## src/pkg/mcu_defines.vh

```
/*
 * register map, field positions and constants of the multichannel uart.
 * assumes inclusion by bare name from the design files.
 */
`ifndef MCU_DEFINES_VH
`define MCU_DEFINES_VH

// ****************************************
// host side map
// ****************************************
`define MCU_NCH 2
`define MCU_AW 12
`define MCU_CH0_OFF 12'h050
`define MCU_CH_STRIDE 12'h028
`define MCU_BOARD_GP 12'h004
`define MCU_BOARD_INT 12'h008
`define MCU_R_CTRL 6'h00
`define MCU_R_STAT 6'h04
`define MCU_R_DATA 6'h08
`define MCU_R_EOF 6'h0C
`define MCU_R_BAUD 6'h10
`define MCU_R_CNTLB 6'h14
`define MCU_R_LVL 6'h18
`define MCU_R_PKT 6'h1C
`define MCU_R_RXCNT 6'h20
`define MCU_R_TXCNT 6'h24

// ****************************************
// channel control fields
// ****************************************
`define MCU_C_TXRST 0
`define MCU_C_TXEN 2
`define MCU_C_RXEN 3
`define MCU_C_RXRST 12
`define MCU_C_TXBRK 13
`define MCU_C_TXPAR 16
`define MCU_C_TXODD 17
`define MCU_C_TXSTOP2 18
`define MCU_C_TXLEN8 19
`define MCU_C_RXPAR 20
`define MCU_C_RXODD 21
`define MCU_C_RXLEN8 23
`define MCU_C_TXPKT 24
`define MCU_C_TXONE 25
`define MCU_C_RXPKT 27
`define MCU_C_TXLVL 28
`define MCU_C_RXLVL 29
`define MCU_C_RXONE 30

// ****************************************
// status fields, identity and fifo sizing
// ****************************************
`define MCU_S_FRM 0
`define MCU_S_PAR 1
`define MCU_S_OVR 2
`define MCU_S_BRK 3
`define MCU_REV_MAJ 8'h01 // arbitrary value
`define MCU_REV_MIN 8'h01 // arbitrary value
`define MCU_DESIGN_TYPE 4'h3 // arbitrary value
`define MCU_FIFO_DEPTH 8
`define MCU_FIFO_AW 3

`endif

```

## src/hw/mcu_top.v

```verilog
/*
 * multichannel uart: host target, per channel tx/rx engines, fifos.
 * assumes one 40 MHz reference clock, synchronous host strobes, async rx lines.
 */
`include "mcu_defines.vh"
`timescale 1ns/100ps
`default_nettype none

// ****************************************
// fifo
// ****************************************
module mcu_fifo #(
  parameter W = 32,
  parameter D = 8,
  parameter AW = 3
) (
  input wire ref_clk_i,
  input wire srst_i,
  input wire in_valid_i,
  output wire in_ready_o,
  input wire [W-1:0] in_data_i,
  output wire out_valid_o,
  input wire out_ready_i,
  output wire [W-1:0] out_data_o,
  output wire [AW:0] count_o
);
  localparam [31:0] DEPTH = D;
  localparam [AW:0] FULL = DEPTH[AW:0];
  reg [W-1:0] mem [0:D-1];
  reg [AW-1:0] wp_q;
  reg [AW-1:0] rp_q;
  reg [AW:0] cnt_q;
  wire push = in_valid_i & in_ready_o;
  wire pop = out_ready_i & out_valid_o;
  assign in_ready_o = (cnt_q != FULL);
  assign out_valid_o = (cnt_q != {(AW+1){1'b0}});
  assign out_data_o = mem[rp_q];
  assign count_o = cnt_q;
  always @(posedge ref_clk_i) begin
    if (push) begin
      mem[wp_q] <= in_data_i;
    end
    if (srst_i) begin
      wp_q <= {AW{1'b0}};
      rp_q <= {AW{1'b0}};
      cnt_q <= {(AW+1){1'b0}};
    end else begin
      if (push) wp_q <= wp_q + 1'b1;
      if (pop) rp_q <= rp_q + 1'b1;
      if (push & ~pop) cnt_q <= cnt_q + 1'b1;
      else if (pop & ~push) cnt_q <= cnt_q - 1'b1;
    end
  end
endmodule // mcu_fifo

// ****************************************
// one channel
// ****************************************
module mcu_chan (
  input wire ref_clk_i,
  input wire srst_i,
  input wire acc_i,
  input wire wr_i,
  input wire [5:0] reg_i,
  input wire [31:0] wdata_i,
  output reg [31:0] rdata_o,
  input wire rxd_i,
  output reg txd_o
);
  localparam [2:0] T_IDLE = 3'h0, T_START = 3'h1, T_DATA = 3'h2, T_PAR = 3'h3,
    T_STOP = 3'h4;
  localparam [2:0] R_MARK = 3'h0, R_HUNT = 3'h1, R_START = 3'h2, R_DATA = 3'h3,
    R_PAR = 3'h4, R_STOP = 3'h5;
  reg [31:0] ctrl_q, baud_q, cntlb_q, lvl_q, last_q, lastp_q;
  reg [23:0] eof_q;
  reg [3:0] err_q;
  wire wr_en = acc_i & wr_i;
  wire rd_en = acc_i & ~wr_i;
  wire tx_rst = srst_i | ctrl_q[`MCU_C_TXRST];
  wire rx_rst = srst_i | ctrl_q[`MCU_C_RXRST];
  wire [3:0] tx_cnt, txp_cnt, rx_cnt, rxp_cnt;
  wire tx_rdy, tx_v, txp_v, rx_rdy, rx_v, rxp_v;
  wire [31:0] tx_word, rx_word;
  wire [15:0] tx_desc, rx_desc;
  wire tx_pop, txp_pop;
  reg rpush_q, rppush_q;
  reg [31:0] rpush_d_q;
  reg [15:0] rppush_d_q;

  // ****************************************
  // fifos
  // ****************************************
  mcu_fifo #(.W(32), .D(`MCU_FIFO_DEPTH), .AW(`MCU_FIFO_AW)) u_txd (
    .ref_clk_i(ref_clk_i), .srst_i(tx_rst),
    .in_valid_i(wr_en & (reg_i == `MCU_R_DATA)), .in_ready_o(tx_rdy),
    .in_data_i(wdata_i), .out_valid_o(tx_v), .out_ready_i(tx_pop),
    .out_data_o(tx_word), .count_o(tx_cnt));
  mcu_fifo #(.W(16), .D(`MCU_FIFO_DEPTH), .AW(`MCU_FIFO_AW)) u_txp (
    .ref_clk_i(ref_clk_i), .srst_i(tx_rst),
    .in_valid_i(wr_en & (reg_i == `MCU_R_PKT)), .in_ready_o(),
    .in_data_i(wdata_i[15:0]), .out_valid_o(txp_v), .out_ready_i(txp_pop),
    .out_data_o(tx_desc), .count_o(txp_cnt));
  mcu_fifo #(.W(32), .D(`MCU_FIFO_DEPTH), .AW(`MCU_FIFO_AW)) u_rxd (
    .ref_clk_i(ref_clk_i), .srst_i(rx_rst),
    .in_valid_i(rpush_q), .in_ready_o(rx_rdy), .in_data_i(rpush_d_q),
    .out_valid_o(rx_v), .out_ready_i(rd_en & (reg_i == `MCU_R_DATA)),
    .out_data_o(rx_word), .count_o(rx_cnt));
  mcu_fifo #(.W(16), .D(`MCU_FIFO_DEPTH), .AW(`MCU_FIFO_AW)) u_rxp (
    .ref_clk_i(ref_clk_i), .srst_i(rx_rst),
    .in_valid_i(rppush_q), .in_ready_o(), .in_data_i(rppush_d_q),
    .out_valid_o(rxp_v), .out_ready_i(rd_en & (reg_i == `MCU_R_PKT)),
    .out_data_o(rx_desc), .count_o(rxp_cnt));

  // ****************************************
  // registers
  // ****************************************
  wire set_frm, set_par, set_brk;
  wire set_ovr = rpush_q & ~rx_rdy;
  wire [3:0] err_set = {set_brk, set_ovr, set_par, set_frm};
  wire stat_clr = wr_en & (reg_i == `MCU_R_STAT);
  always @(posedge ref_clk_i) begin
    if (srst_i) begin
      ctrl_q <= 32'h0000_0000;
      baud_q <= 32'h0000_0000;
      cntlb_q <= 32'h0000_0000;
      lvl_q <= 32'h0000_0000;
      eof_q <= 24'h00_0000;
      err_q <= 4'h0;
      last_q <= 32'h0000_0000;
      lastp_q <= 32'h0000_0000;
    end else begin
      if (wr_en) begin
        case (reg_i)
          `MCU_R_CTRL: ctrl_q <= wdata_i;
          `MCU_R_EOF: eof_q <= wdata_i[23:0];
          `MCU_R_BAUD: baud_q <= wdata_i;
          `MCU_R_CNTLB: cntlb_q <= wdata_i;
          `MCU_R_LVL: lvl_q <= wdata_i;
          default: ;
        endcase
      end
      err_q <= (stat_clr ? 4'h0 : err_q) | err_set;
      if (rd_en & (reg_i == `MCU_R_DATA) & rx_v) last_q <= rx_word;
      if (rd_en & (reg_i == `MCU_R_PKT) & rxp_v) lastp_q <= {16'h0000, rx_desc};
    end
  end

  wire tx_idle;
  always @* begin
    case (reg_i)
      `MCU_R_CTRL: rdata_o = ctrl_q;
      `MCU_R_STAT: rdata_o = {24'h00_0000, tx_idle, rxp_v, ~tx_rdy, rx_v, err_q};
      `MCU_R_DATA: rdata_o = rx_v ? rx_word : last_q;
      `MCU_R_EOF: rdata_o = {8'h00, eof_q};
      `MCU_R_BAUD: rdata_o = baud_q;
      `MCU_R_CNTLB: rdata_o = cntlb_q;
      `MCU_R_LVL: rdata_o = lvl_q;
      `MCU_R_PKT: rdata_o = rxp_v ? {16'h0000, rx_desc} : lastp_q;
      `MCU_R_RXCNT: rdata_o = {12'h000, rxp_cnt, 12'h000, rx_cnt};
      `MCU_R_TXCNT: rdata_o = {12'h000, txp_cnt, 12'h000, tx_cnt};
      default: rdata_o = 32'h0000_0000;
    endcase
  end

  // ****************************************
  // transmit baud and engine
  // ****************************************
  reg [15:0] tbc_q;
  reg ten_q;
  always @(posedge ref_clk_i) begin
    if (tx_rst | ~ctrl_q[`MCU_C_TXEN]) begin
      tbc_q <= 16'h0000;
      ten_q <= 1'b0;
    end else if (tbc_q + 16'h0001 >= baud_q[15:0]) begin
      tbc_q <= 16'h0000;
      ten_q <= 1'b1;
    end else begin
      tbc_q <= tbc_q + 16'h0001;
      ten_q <= 1'b0;
    end
  end

  reg [2:0] tst_q, tn_q;
  reg [7:0] tsh_q;
  reg [31:0] twrd_q;
  reg [1:0] tbi_q;
  reg [15:0] pcnt_q;
  reg thave_q, tline_q, tpar_q;
  wire tpkt = ctrl_q[`MCU_C_TXPKT];
  wire tlen8 = ctrl_q[`MCU_C_TXLEN8];
  wire tfetch = (tst_q == T_IDLE) & ~thave_q & ctrl_q[`MCU_C_TXEN];
  assign tx_pop = tfetch & tx_v & (~tpkt | (pcnt_q != 16'h0000));
  assign txp_pop = tfetch & tpkt & (pcnt_q == 16'h0000) & txp_v;
  assign tx_idle = (tst_q == T_IDLE) & ~thave_q;
  wire [31:0] tlane = twrd_q >> {tbi_q, 3'b000};
  wire [7:0] tbyte = tlen8 ? tlane[7:0] : {1'b0, tlane[6:0]};
  wire tlast_byte = ctrl_q[`MCU_C_TXONE] | (tbi_q == 2'h3) | (tpkt & (pcnt_q == 16'h0001));
  wire tlast_bit = (tn_q == (tlen8 ? 3'h7 : 3'h6));
  wire tend = ((tst_q == T_DATA) & tlast_bit & ~ctrl_q[`MCU_C_TXPAR]) | (tst_q == T_PAR);
  wire [2:0] tstop = ctrl_q[`MCU_C_TXSTOP2] ? T_STOP : T_IDLE;
  always @(posedge ref_clk_i) begin
    if (tx_rst) begin
      tst_q <= T_IDLE;
      tn_q <= 3'h0;
      tsh_q <= 8'h00;
      twrd_q <= 32'h0000_0000;
      tbi_q <= 2'h0;
      pcnt_q <= 16'h0000;
      thave_q <= 1'b0;
      tline_q <= 1'b1;
      tpar_q <= 1'b0;
      txd_o <= 1'b1;
    end else begin
      txd_o <= tline_q & ~ctrl_q[`MCU_C_TXBRK];
      if (txp_pop) pcnt_q <= tx_desc;
      if (tx_pop) begin
        twrd_q <= tx_word;
        thave_q <= 1'b1;
      end
      if (ten_q) begin
        case (tst_q)
          T_IDLE: begin
            if (thave_q) begin
              tline_q <= 1'b0;
              tsh_q <= tbyte;
              tpar_q <= ctrl_q[`MCU_C_TXLVL] ? ctrl_q[`MCU_C_TXODD] :
                (^tbyte) ^ ctrl_q[`MCU_C_TXODD];
              tst_q <= T_START;
            end
          end
          T_START: begin
            tline_q <= tsh_q[0];
            tsh_q <= {1'b0, tsh_q[7:1]};
            tn_q <= 3'h0;
            tst_q <= T_DATA;
          end
          T_DATA: begin
            if (tlast_bit) begin
              tline_q <= ctrl_q[`MCU_C_TXPAR] ? tpar_q : 1'b1;
              tst_q <= ctrl_q[`MCU_C_TXPAR] ? T_PAR : tstop;
            end else begin
              tline_q <= tsh_q[0];
              tsh_q <= {1'b0, tsh_q[7:1]};
              tn_q <= tn_q + 3'h1;
            end
          end
          T_PAR: begin
            tline_q <= 1'b1;
            tst_q <= tstop;
          end
          T_STOP: tst_q <= T_IDLE;
          default: tst_q <= T_IDLE;
        endcase
        // stop bit starts: advance to next byte
        if (tend) begin
          if (tpkt) pcnt_q <= pcnt_q - 16'h0001;
          if (tlast_byte) begin
            thave_q <= 1'b0;
            tbi_q <= 2'h0;
          end else begin
            tbi_q <= tbi_q + 2'h1;
          end
        end
      end
    end
  end

  // ****************************************
  // receive line conditioning and engine
  // ****************************************
  reg rs1_q, rs2_q, rs3_q, rf_q, rfp_q;
  reg [2:0] rst_q, rn_q;
  reg [15:0] rcnt_q;
  reg [7:0] rsh_q;
  reg rpar_q;
  reg [31:0] racc_q;
  reg [1:0] rbi_q;
  reg [11:0] rbytes_q;
  reg [3:0] rperr_q;
  reg [23:0] gap_q;
  wire [15:0] rrate = baud_q[31:16];
  wire [15:0] rreload = (rrate == 16'h0000) ? 16'h0000 : rrate - 16'h0001;
  wire rlen8 = ctrl_q[`MCU_C_RXLEN8];
  wire [7:0] rbyte = rlen8 ? rsh_q : {1'b0, rsh_q[7:1]};
  wire rtick = (rcnt_q == 16'h0000);
  wire rstop = (rst_q == R_STOP) & rtick;
  wire rperr = ctrl_q[`MCU_C_RXPAR] & (ctrl_q[`MCU_C_RXLVL] ?
    (rpar_q != ctrl_q[`MCU_C_RXODD]) : ((^rbyte ^ rpar_q) != ctrl_q[`MCU_C_RXODD]));
  wire rzero = (rbyte == 8'h00) & ~(ctrl_q[`MCU_C_RXPAR] & rpar_q);
  assign set_brk = rstop & ~rf_q & rzero;
  assign set_frm = rstop & ~rf_q & ~rzero;
  assign set_par = rstop & rf_q & rperr;
  wire rgood = rstop & rf_q;
  wire [31:0] rnew = racc_q | ({24'h00_0000, rbyte} << {rbi_q, 3'b000});
  wire rpend = (rbytes_q != 12'h000);
  always @(posedge ref_clk_i) begin
    if (rx_rst) begin
      rs1_q <= 1'b1;
      rs2_q <= 1'b1;
      rs3_q <= 1'b1;
      rf_q <= 1'b1;
      rfp_q <= 1'b1;
      rst_q <= R_MARK;
      rn_q <= 3'h0;
      rcnt_q <= 16'h0000;
      rsh_q <= 8'h00;
      rpar_q <= 1'b0;
    end else begin
      rs1_q <= rxd_i;
      rs2_q <= rs1_q;
      rs3_q <= rs2_q;
      if (rs2_q == rs3_q) rf_q <= rs2_q;
      rfp_q <= rf_q;
      if (~ctrl_q[`MCU_C_RXEN]) begin
        rst_q <= R_MARK;
        rcnt_q <= rreload;
      end else begin
        if (rst_q >= R_DATA && rf_q != rfp_q) rcnt_q <= rrate >> 1;
        else if (rtick) rcnt_q <= rreload;
        else rcnt_q <= rcnt_q - 16'h0001;
        case (rst_q)
          R_MARK: begin
            if (~rf_q) rcnt_q <= rreload;
            else if (rtick) rst_q <= R_HUNT;
          end
          R_HUNT: begin
            if (~rf_q) begin
              rcnt_q <= rrate >> 1;
              rst_q <= R_START;
            end
          end
          R_START: begin
            if (rtick) begin
              rst_q <= rf_q ? R_HUNT : R_DATA;
              rn_q <= 3'h0;
            end
          end
          R_DATA: begin
            if (rtick) begin
              rsh_q <= {rf_q, rsh_q[7:1]};
              rn_q <= rn_q + 3'h1;
              if (rn_q == (rlen8 ? 3'h7 : 3'h6)) begin
                rst_q <= ctrl_q[`MCU_C_RXPAR] ? R_PAR : R_STOP;
              end
            end
          end
          R_PAR: begin
            if (rtick) begin
              rpar_q <= rf_q;
              rst_q <= R_STOP;
            end
          end
          R_STOP: begin
            if (rtick) begin
              rst_q <= rf_q ? R_HUNT : R_MARK;
            end
          end
          default: rst_q <= R_MARK;
        endcase
      end
    end
  end

  // ****************************************
  // receive word building and descriptors
  // ****************************************
  always @(posedge ref_clk_i) begin
    if (rx_rst) begin
      racc_q <= 32'h0000_0000;
      rbi_q <= 2'h0;
      rbytes_q <= 12'h000;
      rperr_q <= 4'h0;
      gap_q <= 24'h00_0000;
      rpush_q <= 1'b0;
      rpush_d_q <= 32'h0000_0000;
      rppush_q <= 1'b0;
      rppush_d_q <= 16'h0000;
    end else begin
      rpush_q <= 1'b0;
      rppush_q <= 1'b0;
      rperr_q <= rperr_q | err_set;
      if (rgood) begin
        gap_q <= 24'h00_0000;
        rbytes_q <= rbytes_q + 12'h001;
        if (ctrl_q[`MCU_C_RXONE]) begin
          rpush_q <= 1'b1;
          rpush_d_q <= {24'h00_0000, rbyte};
        end else if (rbi_q == 2'h3) begin
          rpush_q <= 1'b1;
          rpush_d_q <= rnew;
          racc_q <= 32'h0000_0000;
          rbi_q <= 2'h0;
        end else begin
          racc_q <= rnew;
          rbi_q <= rbi_q + 2'h1;
        end
      end else if (rpend & (gap_q > eof_q)) begin
        if (rbi_q != 2'h0) begin
          rpush_q <= 1'b1;
          rpush_d_q <= racc_q;
        end
        rppush_q <= ctrl_q[`MCU_C_RXPKT];
        rppush_d_q <= {rperr_q, rbytes_q};
        racc_q <= 32'h0000_0000;
        rbi_q <= 2'h0;
        rbytes_q <= 12'h000;
        rperr_q <= 4'h0;
        gap_q <= 24'h00_0000;
      end else if (rpend & (gap_q != 24'hFF_FFFF)) begin
        gap_q <= gap_q + 24'h00_0001;
      end
    end
  end
endmodule // mcu_chan

// ****************************************
// top: host target and channels
// ****************************************
module mcu_top (
  input wire ref_clk_i,
  input wire srst_i,
  input wire bus_req_i,
  input wire bus_wr_i,
  input wire [`MCU_AW-1:0] bus_addr_i,
  input wire [31:0] bus_wdata_i,
  output reg bus_ack_o,
  output reg [31:0] bus_rdata_o,
  input wire [7:0] switch_i,
  input wire [`MCU_NCH-1:0] rxd_i,
  output wire [`MCU_NCH-1:0] txd_o
);
  localparam [1:0] B_IDLE = 2'h0, B_DEC = 2'h1, B_WAIT = 2'h2;
  reg [1:0] bst_q;
  reg [`MCU_AW-1:0] addr_q;
  reg wr_q;
  reg [31:0] wdata_q;
  wire acc = (bst_q == B_WAIT);
  wire [`MCU_NCH-1:0] hit;
  wire [32*`MCU_NCH-1:0] ch_rdata;
  reg [31:0] rd_mux;
  integer i;

  genvar k;
  generate
    for (k = 0; k < `MCU_NCH; k = k + 1) begin : g_ch
      localparam [31:0] CB_FULL = `MCU_CH0_OFF + `MCU_CH_STRIDE * k;
      localparam [`MCU_AW-1:0] CB = CB_FULL[`MCU_AW-1:0];
      wire [`MCU_AW-1:0] rel = addr_q - CB;
      assign hit[k] = (addr_q >= CB) && (addr_q < CB + `MCU_CH_STRIDE);
      mcu_chan u_chan (
        .ref_clk_i(ref_clk_i),
        .srst_i(srst_i),
        .acc_i(acc & hit[k]),
        .wr_i(wr_q),
        .reg_i(rel[5:0]),
        .wdata_i(wdata_q),
        .rdata_o(ch_rdata[32*k+31:32*k]),
        .rxd_i(rxd_i[k]),
        .txd_o(txd_o[k])
      );
    end
  endgenerate

  always @* begin
    rd_mux = 32'h0000_0000;
    if (addr_q == `MCU_BOARD_GP) begin
      rd_mux = {4'h0, `MCU_REV_MIN, `MCU_DESIGN_TYPE, `MCU_REV_MAJ, switch_i};
    end
    for (i = 0; i < `MCU_NCH; i = i + 1) begin
      if (hit[i]) rd_mux = ch_rdata[32*i +: 32];
    end
  end

  always @(posedge ref_clk_i) begin
    if (srst_i) begin
      bst_q <= B_IDLE;
      addr_q <= {`MCU_AW{1'b0}};
      wr_q <= 1'b0;
      wdata_q <= 32'h0000_0000;
      bus_ack_o <= 1'b0;
      bus_rdata_o <= 32'h0000_0000;
    end else begin
      bus_ack_o <= 1'b0;
      case (bst_q)
        B_IDLE: begin
          if (bus_req_i) begin
            addr_q <= {bus_addr_i[`MCU_AW-1:2], 2'b00};
            wr_q <= bus_wr_i;
            wdata_q <= bus_wdata_i;
            bst_q <= B_DEC;
          end
        end
        B_DEC: bst_q <= B_WAIT;
        B_WAIT: begin
          bus_ack_o <= 1'b1;
          bus_rdata_o <= wr_q ? 32'h0000_0000 : rd_mux;
          bst_q <= B_IDLE;
        end
        default: bst_q <= B_IDLE;
      endcase
    end
  end
endmodule // mcu_top
`default_nettype wire

```

## config.mk

```make
export PLATFORM = sky130hd
export DESIGN_NAME = mcu_top
export DESIGN_NICKNAME = d
export VERILOG_FILES = /design/src/hw/mcu_top.v
export VERILOG_INCLUDE_DIRS = /design/src /design/src/pkg
export SDC_FILE = /design/constraint.sdc
export NUM_CORES = 2
export LEC_CHECK = 0
export BUFFER_PORTS_ARGS = -buffer_cell sky130_fd_sc_hd__buf_4
export CAP_MARGIN = 0
export CORE_MARGIN = 4
export CORE_UTILIZATION = 50
export DETAILED_ROUTE_END_ITERATION = 12
export PLACE_DENSITY = 0.71
export SLEW_MARGIN = 20
export SYNTH_ARGS = -nofsm -noshare
export SYNTH_HDL_FRONTEND = slang
export SYNTH_HIERARCHICAL = 1
export SYNTH_SLANG_ARGS = --single-unit
```

## constraint.sdc

```tcl
create_clock -name ref_clk_i -period 6.7 [get_ports ref_clk_i]
set_input_delay 1.34 -clock ref_clk_i [delete_from_list [all_inputs] [get_ports ref_clk_i]]
set_output_delay 1.34 -clock ref_clk_i [all_outputs]
set_load 0.005 [all_outputs]
```

# Yosys cells after proc, flatten, opt, wreduce, memory -nomap -nowiden

Memories as Yosys holds them, arrays and structs flattened. A register that Yosys moved wholly into a read port is not among the register bits.
Index checks and enable logic that the tools add are counted.

Reduce and logical (&&, ||, !) cells: 102
Divide/modulo/power cells: 0
$mul: 0
$lt $le $gt $ge: 10
Bitwise logic cells: 161
Equality and inequality tests: 92
$add $sub $neg: 54
Muxes and demuxes: 207
Shift operators: 4

Operators by type and width:

| cell                                                                  | number |
|---|---|
| 32-bit 2-to-1 mux                                                     | 23 |
| 32-bit one-hot mux with 10 select lines                               | 2 |
| 16-bit 2-to-1 mux                                                     | 22 |
| 3-bit 2-to-1 mux                                                      | 42 |
| 16-bit logical NOT                                                    | 6 |
| 16-bit by 1-bit subtractor with 16-bit output, second input constant  | 6 |
| 1-bit bitwise AND                                                     | 94 |
| 4-bit 2-to-1 mux                                                      | 22 |
| 8-bit 2-to-1 mux                                                      | 8 |
| 32-bit bitwise OR                                                     | 2 |
| 16-bit one-hot mux with 2 select lines                                | 2 |
| 8-bit by 5-bit left shift with 32-bit output                          | 2 |
| 32-bit by 5-bit >> shifter with 8-bit output                          | 2 |
| 3-bit by 1-bit adder with 3-bit output, second input constant         | 20 |
| 1-bit 2-to-1 mux                                                      | 55 |
| 24-bit by 1-bit adder with 24-bit output, second input constant       | 2 |
| 6-bit by 5-bit equality test with 1-bit output, second input constant | 8 |
| 24-bit > comparator                                                   | 2 |
| 12-bit 2-to-1 mux                                                     | 4 |
| 24-bit != test, second input constant                                 | 2 |
| 8-bit one-hot mux with 3 select lines                                 | 2 |
| 1-bit inverter                                                        | 43 |
| 3-bit AND reduction                                                   | 14 |
| 4-bit nonzero test                                                    | 10 |
| other kinds (54)                                                      | 235 |

Bits in writable memories: 1536
Bits in registers: 992
Latch bits: 0
Logic and storage cells: 744
Bits in read-only memories: 0
Input port bits: 58
Output and inout port bits: 35
Memories kept: 8

Memory list:

| name                     | depth | width | rd ports | clocked after memory_dff | write ports | RTL line     | text |
|---|---|---|---|---|---|---|---|
| g_ch[0].u_chan.u_rxd.mem | 8     | 32    | 1        | 1                        | 1           | mcu_top.v:29 | `reg [W-1:0] mem [0:D-1];` |
| g_ch[0].u_chan.u_txd.mem | 8     | 32    | 1        | 1                        | 1           | mcu_top.v:29 |  |
| g_ch[1].u_chan.u_rxd.mem | 8     | 32    | 1        | 1                        | 1           | mcu_top.v:29 |  |
| g_ch[1].u_chan.u_txd.mem | 8     | 32    | 1        | 1                        | 1           | mcu_top.v:29 |  |
| g_ch[0].u_chan.u_rxp.mem | 8     | 16    | 1        | 1                        | 1           | mcu_top.v:29 |  |
| g_ch[0].u_chan.u_txp.mem | 8     | 16    | 1        | 1                        | 1           | mcu_top.v:29 |  |
| 2 more memories          | n/a   | n/a   | n/a      | n/a                      | n/a         | n/a          |  |

# Logic depth before layout (Yosys ltp)

Depth in word-level cells: 10
Mapped depth: 18
Mapped depth without buffers: 16

# Modules after synthesis

The synthesis kept the hierarchy.

By module, submodules not included:

| module                               | cells an instance | area each (µm²) | sequential area each (µm²) | times used |
|---|---|---|---|---|
| mcu_fifo at g_ch[0].u_chan.u_rxd ... | 443               | 10396.2         | 7947.6                     | 4 |
| mcu_fifo at g_ch[0].u_chan.u_rxp ... | 258               | 5555.3          | 4103.9                     | 4 |
| mcu_chan at g_ch[0].u_chan           | 2830              | 22127.5         | 8988.6                     | 1 |
| mcu_chan at g_ch[1].u_chan           | 2746              | 21650.8         | 8988.6                     | 1 |
| mcu_top                              | 432               | 3360.7          | 1561.5                     | 1 |

# Worst setup path after synthesis

OpenSTA, ideal clock, no wires.

Path kind: register -> register
From: reg addr_q[5]
To: mem g_ch[0].u_chan.u_txd.mem[0][0] (enable)
Arrival: 5.214 ns
Cell stages (with the launch flop): 10
Setup slack: 0.985 ns
Period minus slack after synthesis: 5.715 ns
Library setup time: 0.501 ns
Data required time: 6.199 ns
Cell sequence: dfxtp_1 > inv_1 > ha_1 > or3b_2 > a211oi_2 > and3_1 > nand2_1 > nor2_1 > nand2_2 > nor4_1

Cells in the longest elaborated chain, start to end: 8
Elaborated cells on any way between the ends: 11
Classes of those cells: add/sub: 1; order compare: 2; eq/ne: 1; mux: 2; bitwise: 4; reduce/logical: 1

RTL lines:

| what                                                                                                              | RTL line      | text |
|---|---|---|
| from (decl)                                                                                                       | mcu_top.v:434 | `` reg [`MCU_AW-1:0] addr_q; `` |
| from (signal assigned)                                                                                            | mcu_top.v:477 | `` addr_q <= {`MCU_AW{1'b0}}; `` |
| from (signal assigned)                                                                                            | mcu_top.v:487 | `` addr_q <= {bus_addr_i[`MCU_AW-1:2], 2'b00}; `` |
| 12-bit by 7-bit >= comparator with 1-bit output or 12-bit by 7-bit < comparator with 1-bit output (tied branches) | n/a           |  |
| 1-bit logical AND                                                                                                 | mcu_top.v:449 | `` assign hit[k] = (addr_q >= CB) && (addr_q < CB + `MCU_CH_STRIDE); `` |
| 1-bit bitwise AND                                                                                                 | mcu_top.v:453 | `.acc_i(acc & hit[k]),` |
| 1-bit bitwise AND                                                                                                 | mcu_top.v:77  | `wire wr_en = acc_i & wr_i;` |
| 1-bit bitwise AND *                                                                                               | mcu_top.v:95  | `` .in_valid_i(wr_en & (reg_i == `MCU_R_DATA)), .in_ready_o(tx_rdy), `` |
| 1-bit bitwise AND *                                                                                               | mcu_top.v:33  | `wire push = in_valid_i & in_ready_o;` |
| 1-bit 2-to-1 mux *                                                                                                | mcu_top.v:40  | `if (push) begin` |
| 1-bit 2-to-1 mux (implied by the code) *                                                                          | mcu_top.v:41  | `mem[wp_q] <= in_data_i;` |
| to (decl)                                                                                                         | mcu_top.v:29  |  |

Every way passes the cells marked *; elsewhere a longest branch is shown, timed or not.

# Final worst setup path

From: reg addr_q[5]
To: reg g_ch[0].u_chan.u_txp.cnt_q[3]

Cells in the longest elaborated chain, start to end: 9
Elaborated cells on any way between the ends: 14
Classes of those cells: add/sub: 1; order compare: 2; eq/ne: 1; mux: 1; bitwise: 7; reduce/logical: 2

RTL lines:

| what                                                                                                              | RTL line      | text |
|---|---|---|
| 12-bit by 7-bit >= comparator with 1-bit output or 12-bit by 7-bit < comparator with 1-bit output (tied branches) | n/a           |  |
| 1-bit logical AND                                                                                                 | mcu_top.v:449 |  |
| 1-bit bitwise AND                                                                                                 | mcu_top.v:453 |  |
| 1-bit bitwise AND                                                                                                 | mcu_top.v:77  |  |
| 1-bit bitwise AND *                                                                                               | mcu_top.v:100 | `` .in_valid_i(wr_en & (reg_i == `MCU_R_PKT)), .in_ready_o(), `` |
| 1-bit bitwise AND *                                                                                               | mcu_top.v:33  |  |
| net g_ch[0].u_chan.u_txp.push                                                                                     | mcu_top.v:33  |  |
| 1-bit inverter                                                                                                    | mcu_top.v:51  | `else if (pop & ~push) cnt_q <= cnt_q - 1'b1;` |
| 1-bit bitwise AND                                                                                                 | mcu_top.v:51  |  |
| 2-bit nonzero test (no line)                                                                                      | n/a           |  |
| to (signal assigned)                                                                                              | mcu_top.v:46  | `cnt_q <= {(AW+1){1'b0}};` |
| to (signal assigned)                                                                                              | mcu_top.v:50  | `if (push & ~pop) cnt_q <= cnt_q + 1'b1;` |
| to (signal assigned)                                                                                              | mcu_top.v:51  |  |
| to (decl)                                                                                                         | mcu_top.v:32  | `reg [AW:0] cnt_q;` |

The timed path passes the listed nets; every way through them passes the cells marked *.
A chain may end at the register's enable or synchronous reset.

==> impl_metrics.env <==
export IMPL_worstSetupPathType="reg -> reg"
export IMPL_clk_pin_slew_ns=0.06
export IMPL_drive_above_1_share_pct=13.04
export IMPL_synth_async_sr_flop_share_pct=0
export IMPL_die_area_um2=229500
export IMPL_hold_path_class="reg -> reg"
export IMPL_status="complete, no violations"
export IMPL_cts_inserted_buffers=283
export IMPL_netlist_area_um2=110900
export IMPL_yosysWarnings=6
export IMPL_drc=0
export IMPL_setup_viol=0
export IMPL_ios=93
export IMPL_synth_top_cell_area_share_pct=41.57
export IMPL_stdcell_area_um2=123800
export IMPL_vdd_drop_max_uv=280.1
export IMPL_cts_tree="yes"
export IMPL_drv_slew=0
export IMPL_insertion_delay_ns=0.95
export IMPL_cp_data_required_time_ns=7.48
export IMPL_utilization_pct=56.23
export IMPL_cp_cell_sequence="inv_1 > ha_1 > or3b_2 > a211oi_4 > buf_4 > and3_1 > nand2_1 > nor2_1 > nand2_2 > inv_1 > ha_1 > inv_1 > ha_1 > a21oi_1 > a211oi_1 > a31oi_1 > mux2_2"
export IMPL_die_width_um=479.1
export IMPL_area_growth_pct=11.57
export IMPL_grt_util_all_layers_pct=24.86
export IMPL_crit_arrival_ns=5.42
export IMPL_power_mw=32.56
export IMPL_slowest_delay_ns=0.51
export IMPL_fin_crit_sh_pct=69.20
export IMPL_setup_ws_ns=2.064
export IMPL_syn_inst=8812
export IMPL_start_util_pct=50.39
export IMPL_grt_pass1_wl_mm=438.3
export IMPL_final_cell_count_no_fill=12020
export IMPL_synth_seq_cells=2616
export IMPL_slew_headroom_pct=14.14
export IMPL_skew_ns=0.07145
export IMPL_dr_pass1_iters=7
export IMPL_nNetsFinal=9071
export IMPL_first_global_vias=70520
export IMPL_cts_hold_buf=0
export IMPL_setup_tns_ns=0
export IMPL_antenna_found_initial=5
export IMPL_pre_cts_ws_ns=2.218
export IMPL_cts_sinks=2616
export IMPL_post_cts_resized=0
export IMPL_overflow=0
export IMPL_report_final_hold_viol_count=0
export IMPL_clk_path_buf_depth=4
export IMPL_synth_main_ff_cell="edfxtp_1"
export IMPL_gp_congestion=0.9247
export IMPL_hpwl_mm=183.8
export IMPL_crit_fanout=25
export IMPL_synth_cell_types=97
export IMPL_fin_crit_ns=4.636
export IMPL_holdWs_ns=0.4203
export IMPL_h_tree_depth=5
export IMPL_place_area_um2=114800
export IMPL_maxCapViolCount=0
export IMPL_synth_edf_count=1536
export IMPL_via_count=72950
export IMPL_fmax_mhz=215.7
export IMPL_worstSetupStartpointType="flip-flop"
export IMPL_drt_wl_total_mm=292.9
export IMPL_synth_top_cells_by_area="edfxtp_1, dfxtp_1, mux4_1, nand2_1, a21oi_1"
export IMPL_drtAntennaViolNets=0
export IMPL_leakage_nw=41.35
export IMPL_vias_per_cell=6.071
export IMPL_yosysTopAreaCell="edfxtp_1"
export IMPL_post_drt_wl_per_cell_um=24.37
export IMPL_end_kind="flip-flop"
export IMPL_p_per_area_nw_per_um2=263.0
export IMPL_yosysSeqAreaShare_pct=61.06
export IMPL_die_h_um=479.1
export IMPL_cpMaxStageDelayCell="or3b_2"
export IMPL_grt_max_degree=105
export IMPL_cts_root_buf="clkbuf_16"
export IMPL_drt_iter0_markers=8306
export IMPL_core_um2=220200
export IMPL_worst_slew_pin_transition_ns=1.285
export IMPL_dpl_cell_count=11520
export IMPL_reg2reg_setup_slack_ns=2.06
export IMPL_num_rows=172
export IMPL_rsz0062_at_grt="false"
export IMPL_io_buffers=90
export IMPL_synth_area_per_cell_um2=12.59
export IMPL_post_cts_setup_buffers=0
==> cells by family (layout without fill, tap and decap cells) <==
family | Yosys count | count (layout) | synth area share, %
AOI/OAI and AO/OA | 1512 | 1512 | 8.175
xor gates and xnor gates | 208 | 208 | 1.642
adders and majority gates | 169 | 169 | 1.960
buffers and inverters | 708 | 942 | 2.802
DFF | 2616 | 2616 | 61.06
muxes | 838 | 838 | 13.30
other | 1 | 14 | 0.003380
and+or+nand+nor | 2760 | 2760 | 11.06
==> worst paths after layout <==
kind / from / end / cells past startpoint
worst min register to register: g_ch[0].u_chan/rs1_q / g_ch[0].u_chan/rs2_q / 1
worst max-delay path: addr_q[5] / g_ch[0].u_chan/u_txp/count_o[3] / 17
worst max register to register: addr_q[5] / g_ch[0].u_chan/u_txp/count_o[3] / 17
worst min-delay path: g_ch[0].u_chan/rs1_q / g_ch[0].u_chan/rs2_q / 1
==> synth_stat cells (all sizes together) (14+ instances only) <==
cell / count
a211oi: 65
a21o: 31
a21oi: 804
a221oi: 46
a222oi: 31
a22o: 36
a22oi: 39
a31oi: 17
and2: 35
and3: 32
and4: 17
buf: 150
clkbuf: 378
dfxtp: 1080
edfxtp: 1536
ha: 161
inv: 175
mux2: 235
mux2i: 203
mux4: 400
nand2: 1478
nand2b: 47
nand3: 223
nand3b: 14
nand4: 77
nor2: 492
nor2b: 34
nor3: 133
nor3b: 25
nor4: 72
o211ai: 33
o21ai: 241
o22ai: 25
o2bb2ai: 32
o31ai: 20
or3: 28
or4: 22
xnor2: 94
xor2: 114
==> layout make-up <==
| cell class | count | area, um^2 |
|---|---|---|
| tap | 2958 | 3701 |
| timing repair buffer | 266 | 2026 |
| antenna | 4 | 10.01 |
| clock buffer | 406 | 8119 |
| clock inverter | 90 | 797.0 |
| sequential | 2616 | 67800 |
| fill | 17180 | 96370 |
| multi-input combinational | 5497 | 40660 |
| inverter | 180 | 675.6 |
==> registers in the layout, indices dropped and copies added (netlist names), 24 cells and up, named ones only <==
signal,flops
g_ch.u_chan/tbc_q,32
g_ch.u_chan/eof_q,48
g_ch.u_chan/u_txd/mem,512
g_ch.u_chan/u_txp/mem,256
wdata_q,32
g_ch.u_chan/u_rxd/mem,512
g_ch.u_chan/twrd_q,64
g_ch.u_chan/rppush_d_q,32
bus_rdata_o,32
g_ch.u_chan/lvl_q,64
g_ch.u_chan/rcnt_q,32
g_ch.u_chan/cntlb_q,64
g_ch.u_chan/ctrl_q,64
g_ch.u_chan/rpush_d_q,64
g_ch.u_chan/baud_q,64
g_ch.u_chan/racc_q,64
g_ch.u_chan/u_rxp/mem,256
g_ch.u_chan/gap_q,48
g_ch.u_chan/rbytes_q,24
g_ch.u_chan/last_q,64
g_ch.u_chan/pcnt_q,32
g_ch.u_chan/lastp_q,32
==> per-layer routing <==
layer / vias up / share of wire, % / global-route usage [%]
li1: 32860 / - / -
met1: 36190 / 40 / 33.00
met5: - / 0 / 0
met4: 0 / 6.0 / 13.25
met2: 3195 / 46 / 39.17
met3: 706 / 8.0 / 4.467
==> placed cells by master (no fill, tap or decap), types with 94 or more instances in the layout <==
| cell type | n |
|---|---|
| mux4_2 | 116 |
| nand3_1 | 221 |
| xnor2_1 | 94 |
| nand2_1 | 1469 |
| buf_4 | 262 |
| ha_1 | 161 |
| a21oi_1 | 803 |
| mux2i_1 | 203 |
| o21ai_0 | 235 |
| xor2_1 | 114 |
| clkbuf_16 | 292 |
| mux4_1 | 284 |
| inv_1 | 171 |
| mux2_2 | 230 |
| edfxtp_1 | 1536 |
| dfxtp_1 | 1049 |
| nor2_1 | 466 |
==> critical path: cells and delay by family, from the launching register on <==
kind	cells	cell delay, ns
AOI/OAI and AO/OA	4	0.74
adders and majority gates	3	0.67
DFF	1	0.37
and+or+nand+nor	5	1.74
muxes	1	0.36
buffers and inverters	4	0.65
==> power breakdown <==
group          switching, mW  leakage [nW]  internal, mW
logic                  0.410          13.7        0.0895
clock network           6.20          4.35          8.85
registers             0.0710          23.3          16.9
No activity file was read; power rests on OpenSTA's default activity.
